$ cat src/counter_array_pkg.sv
// Shared constants for the counter array block: register map, field
// positions, reset values, timebase codes and divider counts.
// Assumes a 32-bit APB slave with byte addresses below 0x40.
package counter_array_pkg;
   localparam int ADDR_W = 8;
   localparam int NUM_CHAN = 3;
   // Register byte addresses
   localparam logic [7:0] OFS_CNT_LOW = 8'h00;
   localparam logic [7:0] OFS_CNT_HIGH = 8'h04;
   localparam logic [7:0] OFS_MODE = 8'h08;
   localparam logic [7:0] OFS_FLAGS = 8'h0c;
   localparam logic [7:0] OFS_CFG = 8'h10;
   localparam logic [7:0] OFS_CHAN_BASE = 8'h20;
   localparam logic [7:0] OFS_CHAN_STRIDE = 8'h08;
   localparam logic [7:0] OFS_CHAN_VALUE = 8'h04;
   // counter_mode_reg fields
   localparam int MODE_IDLE_SUSPEND = 7;
   localparam int MODE_WATCHDOG = 6;
   localparam int MODE_SEL_LSB = 1;
   localparam int MODE_OVF_IRQ_EN = 0;
   localparam logic [7:0] MODE_RESET = 8'h40;
   // Flag register fields
   localparam int FLAG_COUNTER_OVF = 7;
   localparam int FLAG_INTERMEDIATE = 6;
   // Config register fields
   localparam int CFG_INT_IRQ_EN = 2;
   localparam logic [7:0] CFG_RESET = 8'h00;
   // Channel mode fields
   localparam int CH_IRQ_EN = 0;
   localparam int CH_CAP_NEG = 1;
   localparam int CH_CAP_POS = 2;
   localparam int CH_MATCH = 3;
   localparam int CH_TOGGLE = 4;
   localparam int CH_COMPARE = 5;
   localparam logic [7:0] CH_MODE_RESET = 8'h00;
   localparam logic [15:0] CH_VALUE_RESET = 16'h0000;
   localparam logic [15:0] CNT_RESET = 16'h0000;
   localparam logic [15:0] CNT_MAX = 16'hffff;
   localparam int WDT_CHAN = 2;
   // Timebase codes
   localparam logic [2:0] TB_DIV12 = 3'b000;
   localparam logic [2:0] TB_DIV4 = 3'b001;
   localparam logic [2:0] TB_T0_OVF = 3'b010;
   localparam logic [2:0] TB_EXT_IN = 3'b011;
   localparam logic [2:0] TB_SYSCLK = 3'b100;
   localparam logic [2:0] TB_EXT_OSC = 3'b101;
   localparam logic [2:0] TB_RTC_OSC = 3'b110;
   localparam logic [2:0] TB_RESERVED = 3'b111;
   // Divider counts
   localparam int DIV_SLOW = 12;
   localparam int DIV_FAST = 4;
   localparam int DIV_OSC = 8;
endpackage

$ cat src/timebase_if.sv
// Carries the timebase selection to the source generator and the
// one-cycle advance tick back. Single clock domain.
`timescale 1ns/1ps
interface timebase_if;
   logic [2:0] select;
   logic tick;
   modport counter_side (output select, input tick);
   modport source_side (input select, output tick);
endinterface

$ cat src/timebase_gen.sv
// Timebase source generator: dividers, oscillator synchronisers and the
// rate-limited external count input. Inputs are sampled on clk_i.
`timescale 1ns/1ps
module timebase_gen
   import counter_array_pkg::*;
(
   input wire logic clk_i,
   input wire logic rst_i,
   input wire logic t0_ovf_i,
   input wire logic ext_count_i,
   input wire logic ext_osc_i,
   input wire logic rtc_osc_i,
   timebase_if.source_side tb
);
   logic [3:0] div_slow;
   logic [1:0] div_fast;
   logic en_slow, en_fast;
   logic [1:0] ext_sync, rtc_sync;
   logic ext_last, rtc_last;
   logic [2:0] ext_div, rtc_div;
   logic ext_tick, rtc_tick;
   logic eci_sample;

   assign en_slow = (div_slow == 4'(DIV_SLOW - 1));
   assign en_fast = (div_fast == 2'(DIV_FAST - 1));

   always_ff @(posedge clk_i or posedge rst_i) begin
      if (rst_i) begin
         div_slow <= '0;
         div_fast <= '0;
      end else begin
         div_slow <= en_slow ? 4'h0 : div_slow + 4'h1;
         div_fast <= div_fast + 2'h1;
      end
   end

   // Oscillators pass two flops before any edge logic
   always_ff @(posedge clk_i or posedge rst_i) begin
      if (rst_i) begin
         ext_sync <= '0;
         rtc_sync <= '0;
         ext_last <= 1'b0;
         rtc_last <= 1'b0;
         ext_div <= '0;
         rtc_div <= '0;
      end else begin
         ext_sync <= {ext_sync[0], ext_osc_i};
         rtc_sync <= {rtc_sync[0], rtc_osc_i};
         ext_last <= ext_sync[1];
         rtc_last <= rtc_sync[1];
         if (ext_sync[1] && !ext_last)
            ext_div <= ext_div + 3'h1;
         if (rtc_sync[1] && !rtc_last)
            rtc_div <= rtc_div + 3'h1;
      end
   end

   // Divide by 8: one tick per 8 rising edges
   assign ext_tick = ext_sync[1] && !ext_last && (ext_div == 3'(DIV_OSC - 1));
   assign rtc_tick = rtc_sync[1] && !rtc_last && (rtc_div == 3'(DIV_OSC - 1));

   // External input sampled at sysclk/4, so falls count at most that fast
   always_ff @(posedge clk_i or posedge rst_i) begin
      if (rst_i)
         eci_sample <= 1'b1;
      else if (en_fast)
         eci_sample <= ext_count_i;
   end

   always_comb begin
      case (tb.select)
         TB_DIV12: tb.tick = en_slow;
         TB_DIV4: tb.tick = en_fast;
         TB_SYSCLK: tb.tick = 1'b1;
         TB_T0_OVF: tb.tick = t0_ovf_i;
         TB_EXT_IN: tb.tick = en_fast && eci_sample && !ext_count_i;
         TB_EXT_OSC: tb.tick = ext_tick;
         TB_RTC_OSC: tb.tick = rtc_tick;
         default: tb.tick = 1'b0;
      endcase
   end
endmodule

$ cat src/counter_array.sv
// Counter array core: shared 16-bit counter, snapshot read, overflow
// flags, three capture/compare channels and the combined interrupt.
// Assumes an APB master on CLOCK_I and synchronous inputs.
//
// Added by the designer: the register offsets and register access over APB.
`timescale 1ns/1ps
module counter_array
   import counter_array_pkg::*;
(
   input wire logic CLOCK_I,
   input wire logic RST_I,
   input wire logic PSEL_I,
   input wire logic PENABLE_I,
   input wire logic PWRITE_I,
   input wire logic [ADDR_W-1:0] PADDR_I,
   input wire logic [31:0] PWDATA_I,
   output logic [31:0] PRDATA_O,
   output logic PREADY_O,
   output logic PSLVERR_O,
   input wire logic CPU_IDLE_I,
   input wire logic TIMER0_OVF_I,
   input wire logic EXT_COUNT_I,
   input wire logic EXT_OSC_I,
   input wire logic RTC_OSC_I,
   input wire logic [NUM_CHAN-1:0] CHAN_IO_I,
   output logic [NUM_CHAN-1:0] CHAN_IO_O,
   output logic [NUM_CHAN-1:0] CHAN_IO_OE_N_O,
   output logic WATCHDOG_MODE_O,
   output logic IRQ_O
);
   timebase_if tb();

   logic [15:0] count;
   logic [7:0] snapshot;
   logic [7:0] mode_reg;
   logic [7:0] cfg_reg;
   logic counter_overflow_flag;
   logic intermediate_overflow_flag;
   logic [NUM_CHAN-1:0] channel_event_flag;
   logic [7:0] chan_mode [NUM_CHAN];
   logic [15:0] chan_value [NUM_CHAN];
   logic [NUM_CHAN-1:0] chan_out;
   logic [NUM_CHAN-1:0] chan_in_last;
   logic [NUM_CHAN-1:0] chan_hit;
   logic setup_rd, access_wr;
   logic advance, wraps, mid_wraps;
   logic [15:0] next_count;
   logic cnt_wr, flag_wr;
   logic [31:0] next_rdata;
   logic next_err;

   function automatic logic chan_sel(input logic [7:0] addr, input int n,
                                     input logic [7:0] ofs);
      chan_sel = (addr == 8'(OFS_CHAN_BASE + OFS_CHAN_STRIDE * n + ofs));
   endfunction

   function automatic logic low_bits_full(input logic [15:0] v, input logic [1:0] sel);
      case (sel)
         2'h0: low_bits_full = &v[7:0];
         2'h1: low_bits_full = &v[8:0];
         2'h2: low_bits_full = &v[9:0];
         default: low_bits_full = &v[10:0];
      endcase
   endfunction

   timebase_gen u_timebase (
      .clk_i(CLOCK_I),
      .rst_i(RST_I),
      .t0_ovf_i(TIMER0_OVF_I),
      .ext_count_i(EXT_COUNT_I),
      .ext_osc_i(EXT_OSC_I),
      .rtc_osc_i(RTC_OSC_I),
      .tb(tb.source_side)
   );

   assign tb.select = mode_reg[MODE_SEL_LSB+2:MODE_SEL_LSB];
   assign WATCHDOG_MODE_O = mode_reg[MODE_WATCHDOG];

   // APB: zero wait states, data prepared in the setup cycle
   assign setup_rd = PSEL_I && !PENABLE_I && !PWRITE_I;
   assign access_wr = PSEL_I && PENABLE_I && PWRITE_I;
   assign PREADY_O = 1'b1;
   assign cnt_wr = access_wr && !mode_reg[MODE_WATCHDOG] &&
                   (PADDR_I == OFS_CNT_LOW || PADDR_I == OFS_CNT_HIGH);
   assign flag_wr = access_wr && PADDR_I == OFS_FLAGS;

   // Counter advance; idle suspend only gates while the core idles
   assign advance = tb.tick && !(mode_reg[MODE_IDLE_SUSPEND] && CPU_IDLE_I);
   assign next_count = count + 16'h0001;
   assign wraps = advance && count == CNT_MAX;
   assign mid_wraps = advance && low_bits_full(count, cfg_reg[1:0]);

   always_ff @(posedge CLOCK_I or posedge RST_I) begin
      if (RST_I)
         count <= CNT_RESET;
      else if (cnt_wr && PADDR_I == OFS_CNT_LOW)
         count <= {count[15:8], PWDATA_I[7:0]};
      else if (cnt_wr)
         count <= {PWDATA_I[7:0], count[7:0]};
      else if (advance)
         count <= next_count;
   end

   always_ff @(posedge CLOCK_I or posedge RST_I) begin
      if (RST_I)
         snapshot <= 8'h00;
      else if (setup_rd && PADDR_I == OFS_CNT_LOW)
         snapshot <= count[15:8];
   end

   // Watchdog on after reset; while on, only the watchdog bit is writable
   always_ff @(posedge CLOCK_I or posedge RST_I) begin
      if (RST_I)
         mode_reg <= MODE_RESET;
      else if (access_wr && PADDR_I == OFS_MODE) begin
         if (mode_reg[MODE_WATCHDOG])
            mode_reg[MODE_WATCHDOG] <= PWDATA_I[MODE_WATCHDOG];
         else
            mode_reg <= PWDATA_I[7:0];
      end
   end

   always_ff @(posedge CLOCK_I or posedge RST_I) begin
      if (RST_I)
         cfg_reg <= CFG_RESET;
      else if (access_wr && PADDR_I == OFS_CFG)
         cfg_reg <= PWDATA_I[7:0];
   end

   // Flags: write 0 clears, write 1 keeps; a set in the same cycle wins
   always_ff @(posedge CLOCK_I or posedge RST_I) begin
      if (RST_I) begin
         counter_overflow_flag <= 1'b0;
         intermediate_overflow_flag <= 1'b0;
      end else begin
         if (wraps)
            counter_overflow_flag <= 1'b1;
         else if (flag_wr && !PWDATA_I[FLAG_COUNTER_OVF])
            counter_overflow_flag <= 1'b0;
         if (mid_wraps)
            intermediate_overflow_flag <= 1'b1;
         else if (flag_wr && !PWDATA_I[FLAG_INTERMEDIATE])
            intermediate_overflow_flag <= 1'b0;
      end
   end

   generate
      for (genvar n = 0; n < NUM_CHAN; n++) begin : g_chan
         logic locked;
         logic rise, fall, cap, match;
         assign locked = (n == WDT_CHAN) && mode_reg[MODE_WATCHDOG];
         assign rise = CHAN_IO_I[n] && !chan_in_last[n];
         assign fall = !CHAN_IO_I[n] && chan_in_last[n];
         assign cap = (rise && chan_mode[n][CH_CAP_POS]) ||
                      (fall && chan_mode[n][CH_CAP_NEG]);
         assign match = advance && chan_mode[n][CH_COMPARE] && next_count == chan_value[n];
         assign chan_hit[n] = cap || (match && chan_mode[n][CH_MATCH]);

         always_ff @(posedge CLOCK_I or posedge RST_I) begin
            if (RST_I) begin
               chan_mode[n] <= CH_MODE_RESET;
               chan_value[n] <= CH_VALUE_RESET;
               chan_in_last[n] <= 1'b0;
               chan_out[n] <= 1'b0;
               channel_event_flag[n] <= 1'b0;
            end else begin
               chan_in_last[n] <= CHAN_IO_I[n];
               if (access_wr && !locked && chan_sel(PADDR_I, n, 8'h00))
                  chan_mode[n] <= PWDATA_I[7:0];
               if (cap)
                  chan_value[n] <= count;
               else if (access_wr && !locked && chan_sel(PADDR_I, n, OFS_CHAN_VALUE))
                  chan_value[n] <= PWDATA_I[15:0];
               if (match && chan_mode[n][CH_TOGGLE])
                  chan_out[n] <= !chan_out[n];
               if (chan_hit[n])
                  channel_event_flag[n] <= 1'b1;
               else if (flag_wr && !PWDATA_I[n])
                  channel_event_flag[n] <= 1'b0;
            end
         end
         assign CHAN_IO_OE_N_O[n] = !chan_mode[n][CH_TOGGLE];
      end
   endgenerate

   assign CHAN_IO_O = chan_out;

   // Combined request: each flag gated by its own enable
   assign IRQ_O = (counter_overflow_flag && mode_reg[MODE_OVF_IRQ_EN]) ||
                  (intermediate_overflow_flag && cfg_reg[CFG_INT_IRQ_EN]) ||
                  (|(channel_event_flag & {chan_mode[2][CH_IRQ_EN],
                                           chan_mode[1][CH_IRQ_EN],
                                           chan_mode[0][CH_IRQ_EN]}));

   always_comb begin
      next_rdata = 32'h0000_0000;
      next_err = 1'b0;
      case (PADDR_I)
         OFS_CNT_LOW: next_rdata[7:0] = count[7:0];
         OFS_CNT_HIGH: next_rdata[7:0] = snapshot;
         OFS_MODE: next_rdata[7:0] = mode_reg;
         OFS_CFG: next_rdata[7:0] = cfg_reg;
         OFS_FLAGS: next_rdata[7:0] = {counter_overflow_flag, intermediate_overflow_flag,
                                       3'b000, channel_event_flag};
         default: begin
            next_err = 1'b1;
            for (int i = 0; i < NUM_CHAN; i++) begin
               if (chan_sel(PADDR_I, i, 8'h00)) begin
                  next_rdata[7:0] = chan_mode[i];
                  next_err = 1'b0;
               end
               if (chan_sel(PADDR_I, i, OFS_CHAN_VALUE)) begin
                  next_rdata[15:0] = chan_value[i];
                  next_err = 1'b0;
               end
            end
         end
      endcase
   end

   always_ff @(posedge CLOCK_I or posedge RST_I) begin
      if (RST_I) begin
         PRDATA_O <= 32'h0000_0000;
         PSLVERR_O <= 1'b0;
      end else if (PSEL_I && !PENABLE_I) begin
         PRDATA_O <= PWRITE_I ? 32'h0000_0000 : next_rdata;
         PSLVERR_O <= next_err;
      end else if (!PSEL_I) begin
         PSLVERR_O <= 1'b0;
      end
   end

   // Cycles since the last divide-by-12 tick, saturating at 15
   logic [3:0] div12_gap;

   always_ff @(posedge CLOCK_I or posedge RST_I) begin
      if (RST_I)
         div12_gap <= 4'hf;
      else if (tb.tick && tb.select == TB_DIV12)
         div12_gap <= 4'h0;
      else if (div12_gap != 4'hf)
         div12_gap <= div12_gap + 4'h1;
   end
endmodule

$ cat config.mk
export PLATFORM = sky130hd
export DESIGN_NAME = counter_array
export DESIGN_NICKNAME = d
export VERILOG_FILES = /design/src/counter_array_pkg.sv /design/src/timebase_if.sv /design/src/timebase_gen.sv /design/src/counter_array.sv
export SDC_FILE = /design/constraint.sdc
export NUM_CORES = 1
export LEC_CHECK = 0
export BUFFER_PORTS_ARGS = -buffer_cell sky130_fd_sc_hd__buf_4
export CORE_UTILIZATION = 54
export CTS_CLUSTER_DIAMETER = 100
export DETAILED_ROUTE_END_ITERATION = 12
export MAX_ROUTING_LAYER = met4
export PLACE_DENSITY = 0.77
export SYNTH_ARGS = -nofsm -noshare
export SYNTH_HDL_FRONTEND = slang
export SYNTH_HIERARCHICAL = 1
export SYNTH_SLANG_ARGS = --single-unit
$ cat constraint.sdc
create_clock -name CLOCK_I -period 4 [get_ports CLOCK_I]
set_clock_uncertainty 0.05 [all_clocks]
set_input_delay 0.2 -clock CLOCK_I [delete_from_list [all_inputs] [get_ports CLOCK_I]]
set_output_delay 0.2 -clock CLOCK_I [all_outputs]
set_load 0.005 [all_outputs]
==> metrics.txt, run 1 <==
PD cells=455.4 nW/µm²; Slew Limit Fails=0; CTS root buf=clkbuf_16; total gr overflow=0; P_sw=0.001506 W; H-tree levels=4; Finished Layout Cells=1,158; crit-path cells=ha_1 > nand4_4 > nor2_1 > ha_1 > xnor2_1 > nand3_1 > a2111oi_0 > nand2_1 > nor4_1 > nand4_1 > xnor2_1; Tmin final=3337 ps; Detailed Routing Iterations Pass 1=8; relative slew slack=0.2039; nets=990; Die W=131.5 µm; Post-synth ARST share=1.000; pin count of the biggest net entering global routing=106; syn_area_per_cell=10.23 µm²; CTS tree=built; core area=16,120 µm²; ant diodes=0; Synth area leaders=dfrtp_1 (43%), mux2_2 (7.7%), mux2i_1 (5.6%); full die area=17,280 µm²; Clk pwr share=0.341; leading area contributor after synthesis=dfrtp_1; Max Buffers Root-to-Sink=2; f_max=299.7 MHz; chip height=131.5 µm; Resized Gates After CTS=0; Worst Path Arrival=3600 ps; Main synth FF type=dfrtp_1; I/O Buffers=61; flops & latches, synth=159; Distinct cells, synth=76; crit end category=flip-flop; drt via density=6.398; cell-internal power=0.003165 W; RSZ-0062 raised after global routing=false; Switching Fraction=0.3225; Seq/Total Area, Yosys=0.4399; Sequential Power Share=0.447; Post-Route WL=26.40 mm; Critical Path Slowest Stage Cell=dfrtp_1; EDFF count, synth=0; Cells after DPL=1,117; share of layout cells above drive strength 1=0.2081; row count=46; TritonCTS Sinks=159; vias in the first global route=7,215; CTS clock-pin slew for the worst setup and hold paths=60 ps; post-CTS setup buffer count=0; Setup CP Type=reg -> reg; final setup vio count=0; CTS buffer count=17; leakage power=4.425 nW; post-layout util=0.6364; Synth warnings=6; cts hold-fix bufs=9; DRC viols=0; Bufs and invs on worst path=0; VDD IR max=299.5 µV; worst endpoint required time=4260 ps; # IOs=95; ANT nets after route=0; Worst setup SP type=flip-flop; Synth top area share=0.4341; status=completed; max_cap viols=0; total track usage=0.3272; Routed WL per cell=22.80 µm; Initial Util=0.5616; drt first-iter violations=973; Final period util=0.8342; DR vias=7,409; Post-Route Setup TNS=0 ps; Post-Synthesis Cells=885; Clock Latency Late Sink=440 ps; Hold Vio Cnt, Final=0; delay-heaviest family, CP=simple AND/OR/NAND/NOR gates; Biggest register=chan_value; first-pass GRT wire length=41.63 mm; Area growth syn-to-layout=13.31%; Synth Cell Area=9051 µm²; Worst Tran Pin Value=1194 ps; Comb pwr share=0.213; GPL Wtd Cong=0.9874; Top Registers=chan_value: 48 flops, chan_mode: 24 flops; R2R setup slack=660 ps; Post-DP HPWL=18.56 mm; CP peak stage delay=510 ps; HP Class=in -> reg; initial antenna violation count=0; Largest register FFs=48; Max FO, Critical Path=8
## cell usage in the layout, fill, tap and decap left out, types with 4 or more instances in the layout
cell and count:
dlygate4sd3_1 9, nand3_1 22, a211oi_1 8, and3_1 5
mux2_2 62, conb_1 17, o21ai_0 59, nand2_1 76
a32o_1 6, a21oi_1 56, clkbuf_1 4, nor2b_1 6
clkbuf_16 17, nand4_1 12, buf_4 78, o221ai_1 5
nand3b_1 6, nor3_1 13, a222oi_1 9, nor2_1 64
xor2_1 11, inv_1 9, ha_1 8, xnor2_1 41
o22ai_1 6, clkinvlp_4 5, xnor3_1 7, mux2i_1 51
a22oi_1 10, a221o_1 8, nand2b_1 5, nor4_1 13
dfrtp_1 157
## worst paths after layout
| path | start | to | cells after the start |
|---|---|---|---|
| max in group asynchronous | RST_I | chan_value[31] | 4 |
| worst min register to register | u_timebase/ext_sync[0] | u_timebase/ext_sync[1] | 0 |
| min in group asynchronous | RST_I | u_timebase/div_slow[3] | 3 |
| worst min-delay path | PSEL_I | PSLVERR_O | 2 |
| worst max register to register | count[1] | CHAN_IO_O[1] | 11 |
| worst max-delay path | count[1] | CHAN_IO_O[1] | 11 |
## cells in the mapped netlist (all sizes together), types with 13 or more instances
master and n:
nand3 23, xnor2 41, clkbuf 33, mux2i 51
a21oi 57, nor3 15, o21ai 63, nand2 78
nor2 66, dfrtp 157, nand4 13, buf 45
nor4 17, mux2 62
## metal layers
metal  up-vias  share of wire  track usage
met5         -              0            -
met4         0          0.033       0.1156
met3        72          0.098      0.08758
met2       429           0.45       0.4756
met1      3625           0.42       0.4404
li1       3283              -            -
## power by group through the flow
stage | clock network, W | logic (W) | registers, W
CTS | 0.00160 | 0.000978 | 0.00208
finish | 0.00159 | 0.000993 | 0.00209
global placement | 0 | 0.000936 | 0.00209
detailed placement | 0 | 0.000962 | 0.00210
global route | 0.00167 | 0.00108 | 0.00211
floorplan | 0 | 0.000868 | 0.00192
## stage by stage
stage | hold WS, ps | power (W) | instance area (µm²) | setup slack (ps)
after floorplan | 100.4 | 0.002783 | 9111 | 1377
after global placement | 260.8 | 0.003030 | 9598 | 816.4
after detailed placement | 262.9 | 0.003066 | 9598 | 754.5
after CTS | 1.765 | 0.004655 | 10260 | 717.4
after global routing | 9.557 | 0.004863 | 10260 | 312.2
final | 4.356 | 0.004671 | 10260 | 663.0
## final cells by class
| class | instances | area [µm²] |
|---|---|---|
| timing repair buffer | 88 | 695.7 |
| clock buffer | 22 | 454.2 |
| multi-input combinational | 653 | 4700 |
| inverter | 10 | 41.29 |
| fill | 1285 | 5859 |
| sequential | 159 | 3981 |
| clock inverter | 10 | 113.9 |
| tap | 216 | 270.3 |
## cell families after synthesis
family / synth area share
other: 0.0008297
AO/OA/AOI/OAI: 0.1461
buffers and inverters: 0.04880
flip-flops: 0.4399
multiplexers: 0.1410
AND/OR/NAND/NOR: 0.1446
adder cells (fa/ha/maj): 0.01106
XOR/XNOR: 0.06773
Note: power is estimated with default switching activity, not from simulation.
==> inputs of run 2 (changes only) <==
- ABC_AREA: not set -> 1
- CORE_UTILIZATION: 54 -> 55
- PLACE_DENSITY: 0.77 -> 0.75
- clock period: 4 -> 3.4 ns (I/O delays scaled with it)
==> run 2 against run 1 <==
Net effect: core utilization up 0.63 points; clock power increased by 19%; first-iteration DRC count is 7.8% higher.
==> metrics.txt, run 2 <==
Critical Path Slowest Stage Cell=dfrtp_1; Post-Synthesis Cells=1,247; Die W=131.6 µm; most common cell in the netlist=nand2_1; pin count of the biggest net entering global routing=141; Synth warnings=6; cell depth of the worst hold path=5; Tmin final=2988 ps; Max FO, Critical Path=11; compound-cell area share of the yosys netlist=0.1738; Initial Util=0.5609; R2R cell count=17; Seq/Total Area, Yosys=0.4310; delay-heaviest family, CP=simple AND/OR/NAND/NOR gates; ANT nets after route=0; fraction of the mapped netlist area in adder cells=0.01084; CTS clock-pin slew for the worst setup and hold paths=60 ps; capture point of the worst reg-to-reg path=channel_event_flag[0]; DR vias=9,085; Worst setup SP type=flip-flop; Post-DP HPWL=21.89 mm; Worst Path Arrival=3310 ps; most frequent cells in the layout=nand2_1 (366), dfrtp_1 (157), o21ai_0 (153); CP peak stage delay=590 ps; chip height=131.6 µm; Synth Cell Area=9236 µm²; Cells after DPL=1,497; post-synthesis mux area share=0.006502; share of layout cells above drive strength 1=0.1176; drt first-iter violations=1,049; total power=0.006121 W; Detailed Routing Iterations Pass 1=6; flops & latches, synth=159; I/O Buffers=61; worst r2r src=count[0]; Max Buffers Root-to-Sink=2; relative slew slack=0.3832; worst endpoint required time=3730 ps; ant diodes=0; syn_area_per_cell=7.407 µm²; CTS buffer count=17; leading cell type in the layout, fill and taps excluded=nand2_1; status=completed; first-pass GRT wire length=47.48 mm; PD cells=578.4 nW/µm²; Hold Vio Cnt, Final=0; Worst Tran Pin Value=923.0 ps; Post-Route WL=30.23 mm; crit-path cells=ha_1 > nand2_2 > nor2_4 > nand2_1 > inv_1 > ha_1 > inv_1 > nor2_1 > nor2_1 > nand3_1 > nor2_1 > nand3_1 > nor2_1 > nand3_1 > nor2_1 > nand3_1 > nand3_1; final setup vio count=0; core area=16,470 µm²; post-synthesis xor/xnor area fraction=0.01585; VDD IR max=424.1 µV; Routed WL per cell=19.54 µm; EDFF count, synth=0; DRC viols=0; Final period util=0.8789; full die area=17,320 µm²; Finished Layout Cells=1,547; HP Class=in -> reg; Post-synth top cells=nand2_1 (366), dfrtp_1 (157), o21ai_0 (153); Post-Route Setup TNS=0 ps; f_max=334.6 MHz; Setup CP Type=reg -> reg; post-layout util=0.6427; RSZ-0062 raised after global routing=false; Slew Limit Fails=0; H-tree levels=4; Synth area leaders=dfrtp_1 (43%), nand2_1 (15%), o21ai_0 (8.3%); Post-synth ARST share=1.000; total gr overflow=0; Top Registers=chan_value: 48 flops, chan_mode: 24 flops; placed cell area=9839 µm²; HP Start=PWDATA_I[13]; Synth top area share=0.4254; CTS root buf=clkbuf_16; Area growth syn-to-layout=14.58%; Bufs and invs on worst path=2; TritonCTS Sinks=159; CTS tree=built; Min-Delay Endpoint=chan_value[45]; total track usage=0.3767; Largest register FFs=48; Clock Latency Late Sink=440 ps; GPL Wtd Cong=0.9915; initial antenna violation count=0; max_cap viols=0; leading area contributor after synthesis=dfrtp_1; vias in the first global route=8,404; Biggest register=chan_value; drt via density=5.873; crit end category=flip-flop; nets=1,375; R2R setup slack=410 ps; # IOs=95; row count=47; largest family of logic cells by synthesized area=simple AND/OR/NAND/NOR gates; Post-Synth Simple-Gate Area=0.2669; Main synth FF type=dfrtp_1; Distinct cells, synth=44; leakage power=5.180 nW; fin area=10,580 µm²; Resized Gates After CTS=0
run 2: worst max path at each step:
stage                     startpoint  slack (ps)  cells after the start                     to
final                       count[0]         410                     17  channel_event_flag[0]
after global routing        count[0]         110                     17           CHAN_IO_O[0]
after CTS                   count[0]         450                     17  channel_event_flag[0]
after detailed placement    count[0]         480                     17           CHAN_IO_O[0]
after global placement      count[0]         550                     18           CHAN_IO_O[0]
after floorplan             count[1]        1080                     18           CHAN_IO_O[2]
run 2: metrics by stage:
| stage | setup slack, ps | hold WS, ps |
|---|---|---|
| floorplan | 1081 | 70.39 |
| global placement | 552.5 | 230.1 |
| detailed placement | 480.5 | 230.6 |
| CTS | 455.0 | 6.321 |
| global route | 109.7 | 34.32 |
| finish | 411.8 | 4.869 |
run 2: area by class of cell:
| class | instances | area (µm²) |
|---|---|---|
| Clock inverter | 13 | 130.1 |
| Inverter | 151 | 570.5 |
| Sequential cell | 159 | 3981 |
| Multi-Input combinational cell | 895 | 4459 |
| Fill cell | 1488 | 5883 |
| Clock buffer | 19 | 432.9 |
| Timing Repair Buffer | 90 | 733.2 |
| Tap cell | 220 | 275.3 |
run 2: metal layers:
layer  up-vias  global-route usage  routed length (µm)  share of wire
met4         0              0.1447                1095          0.036
met3        76             0.09877                3230           0.11
met5         -                   -                   0              0
met2       482              0.5585               13610           0.45
met1      4304              0.4940               12300           0.41
li1       4223                   -                   -              -
run 2: report_power, final:
part / switching (W) / internal (W) / leakage (nW) / total, W
clock: 0.000867 / 0.00102 / 0.262 / 0.00189
sequential: 0.000296 / 0.00213 / 2.03 / 0.00242
combinational: 0.00121 / 0.000597 / 2.89 / 0.00181
run 2: cell families (layout without fill, tap and decap cells):
group,Yosys count,count (layout)
AO/OA/AOI/OAI,276,276
XOR/XNOR,12,12
adder cells (fa/ha/maj),8,8
buffers and inverters,208,273
flip-flops,159,159
multiplexers,4,4
other,2,17
AND/OR/NAND/NOR,578,578
run 2: timing repair:
item | 4_1_cts | 5_1_grt
buffers inserted | 0 | 0
endpoints found under the setup margin | 0 | 0
hold buffers | 18 | 0
hold endpoints to repair | 174 | 0
run 2: tightest hold or removal path, cell delays in order:
cell and delay, ps:
buf_4 90, nand2_1 40, o21ai_0 60, nand2_1 50, o21ai_0 50
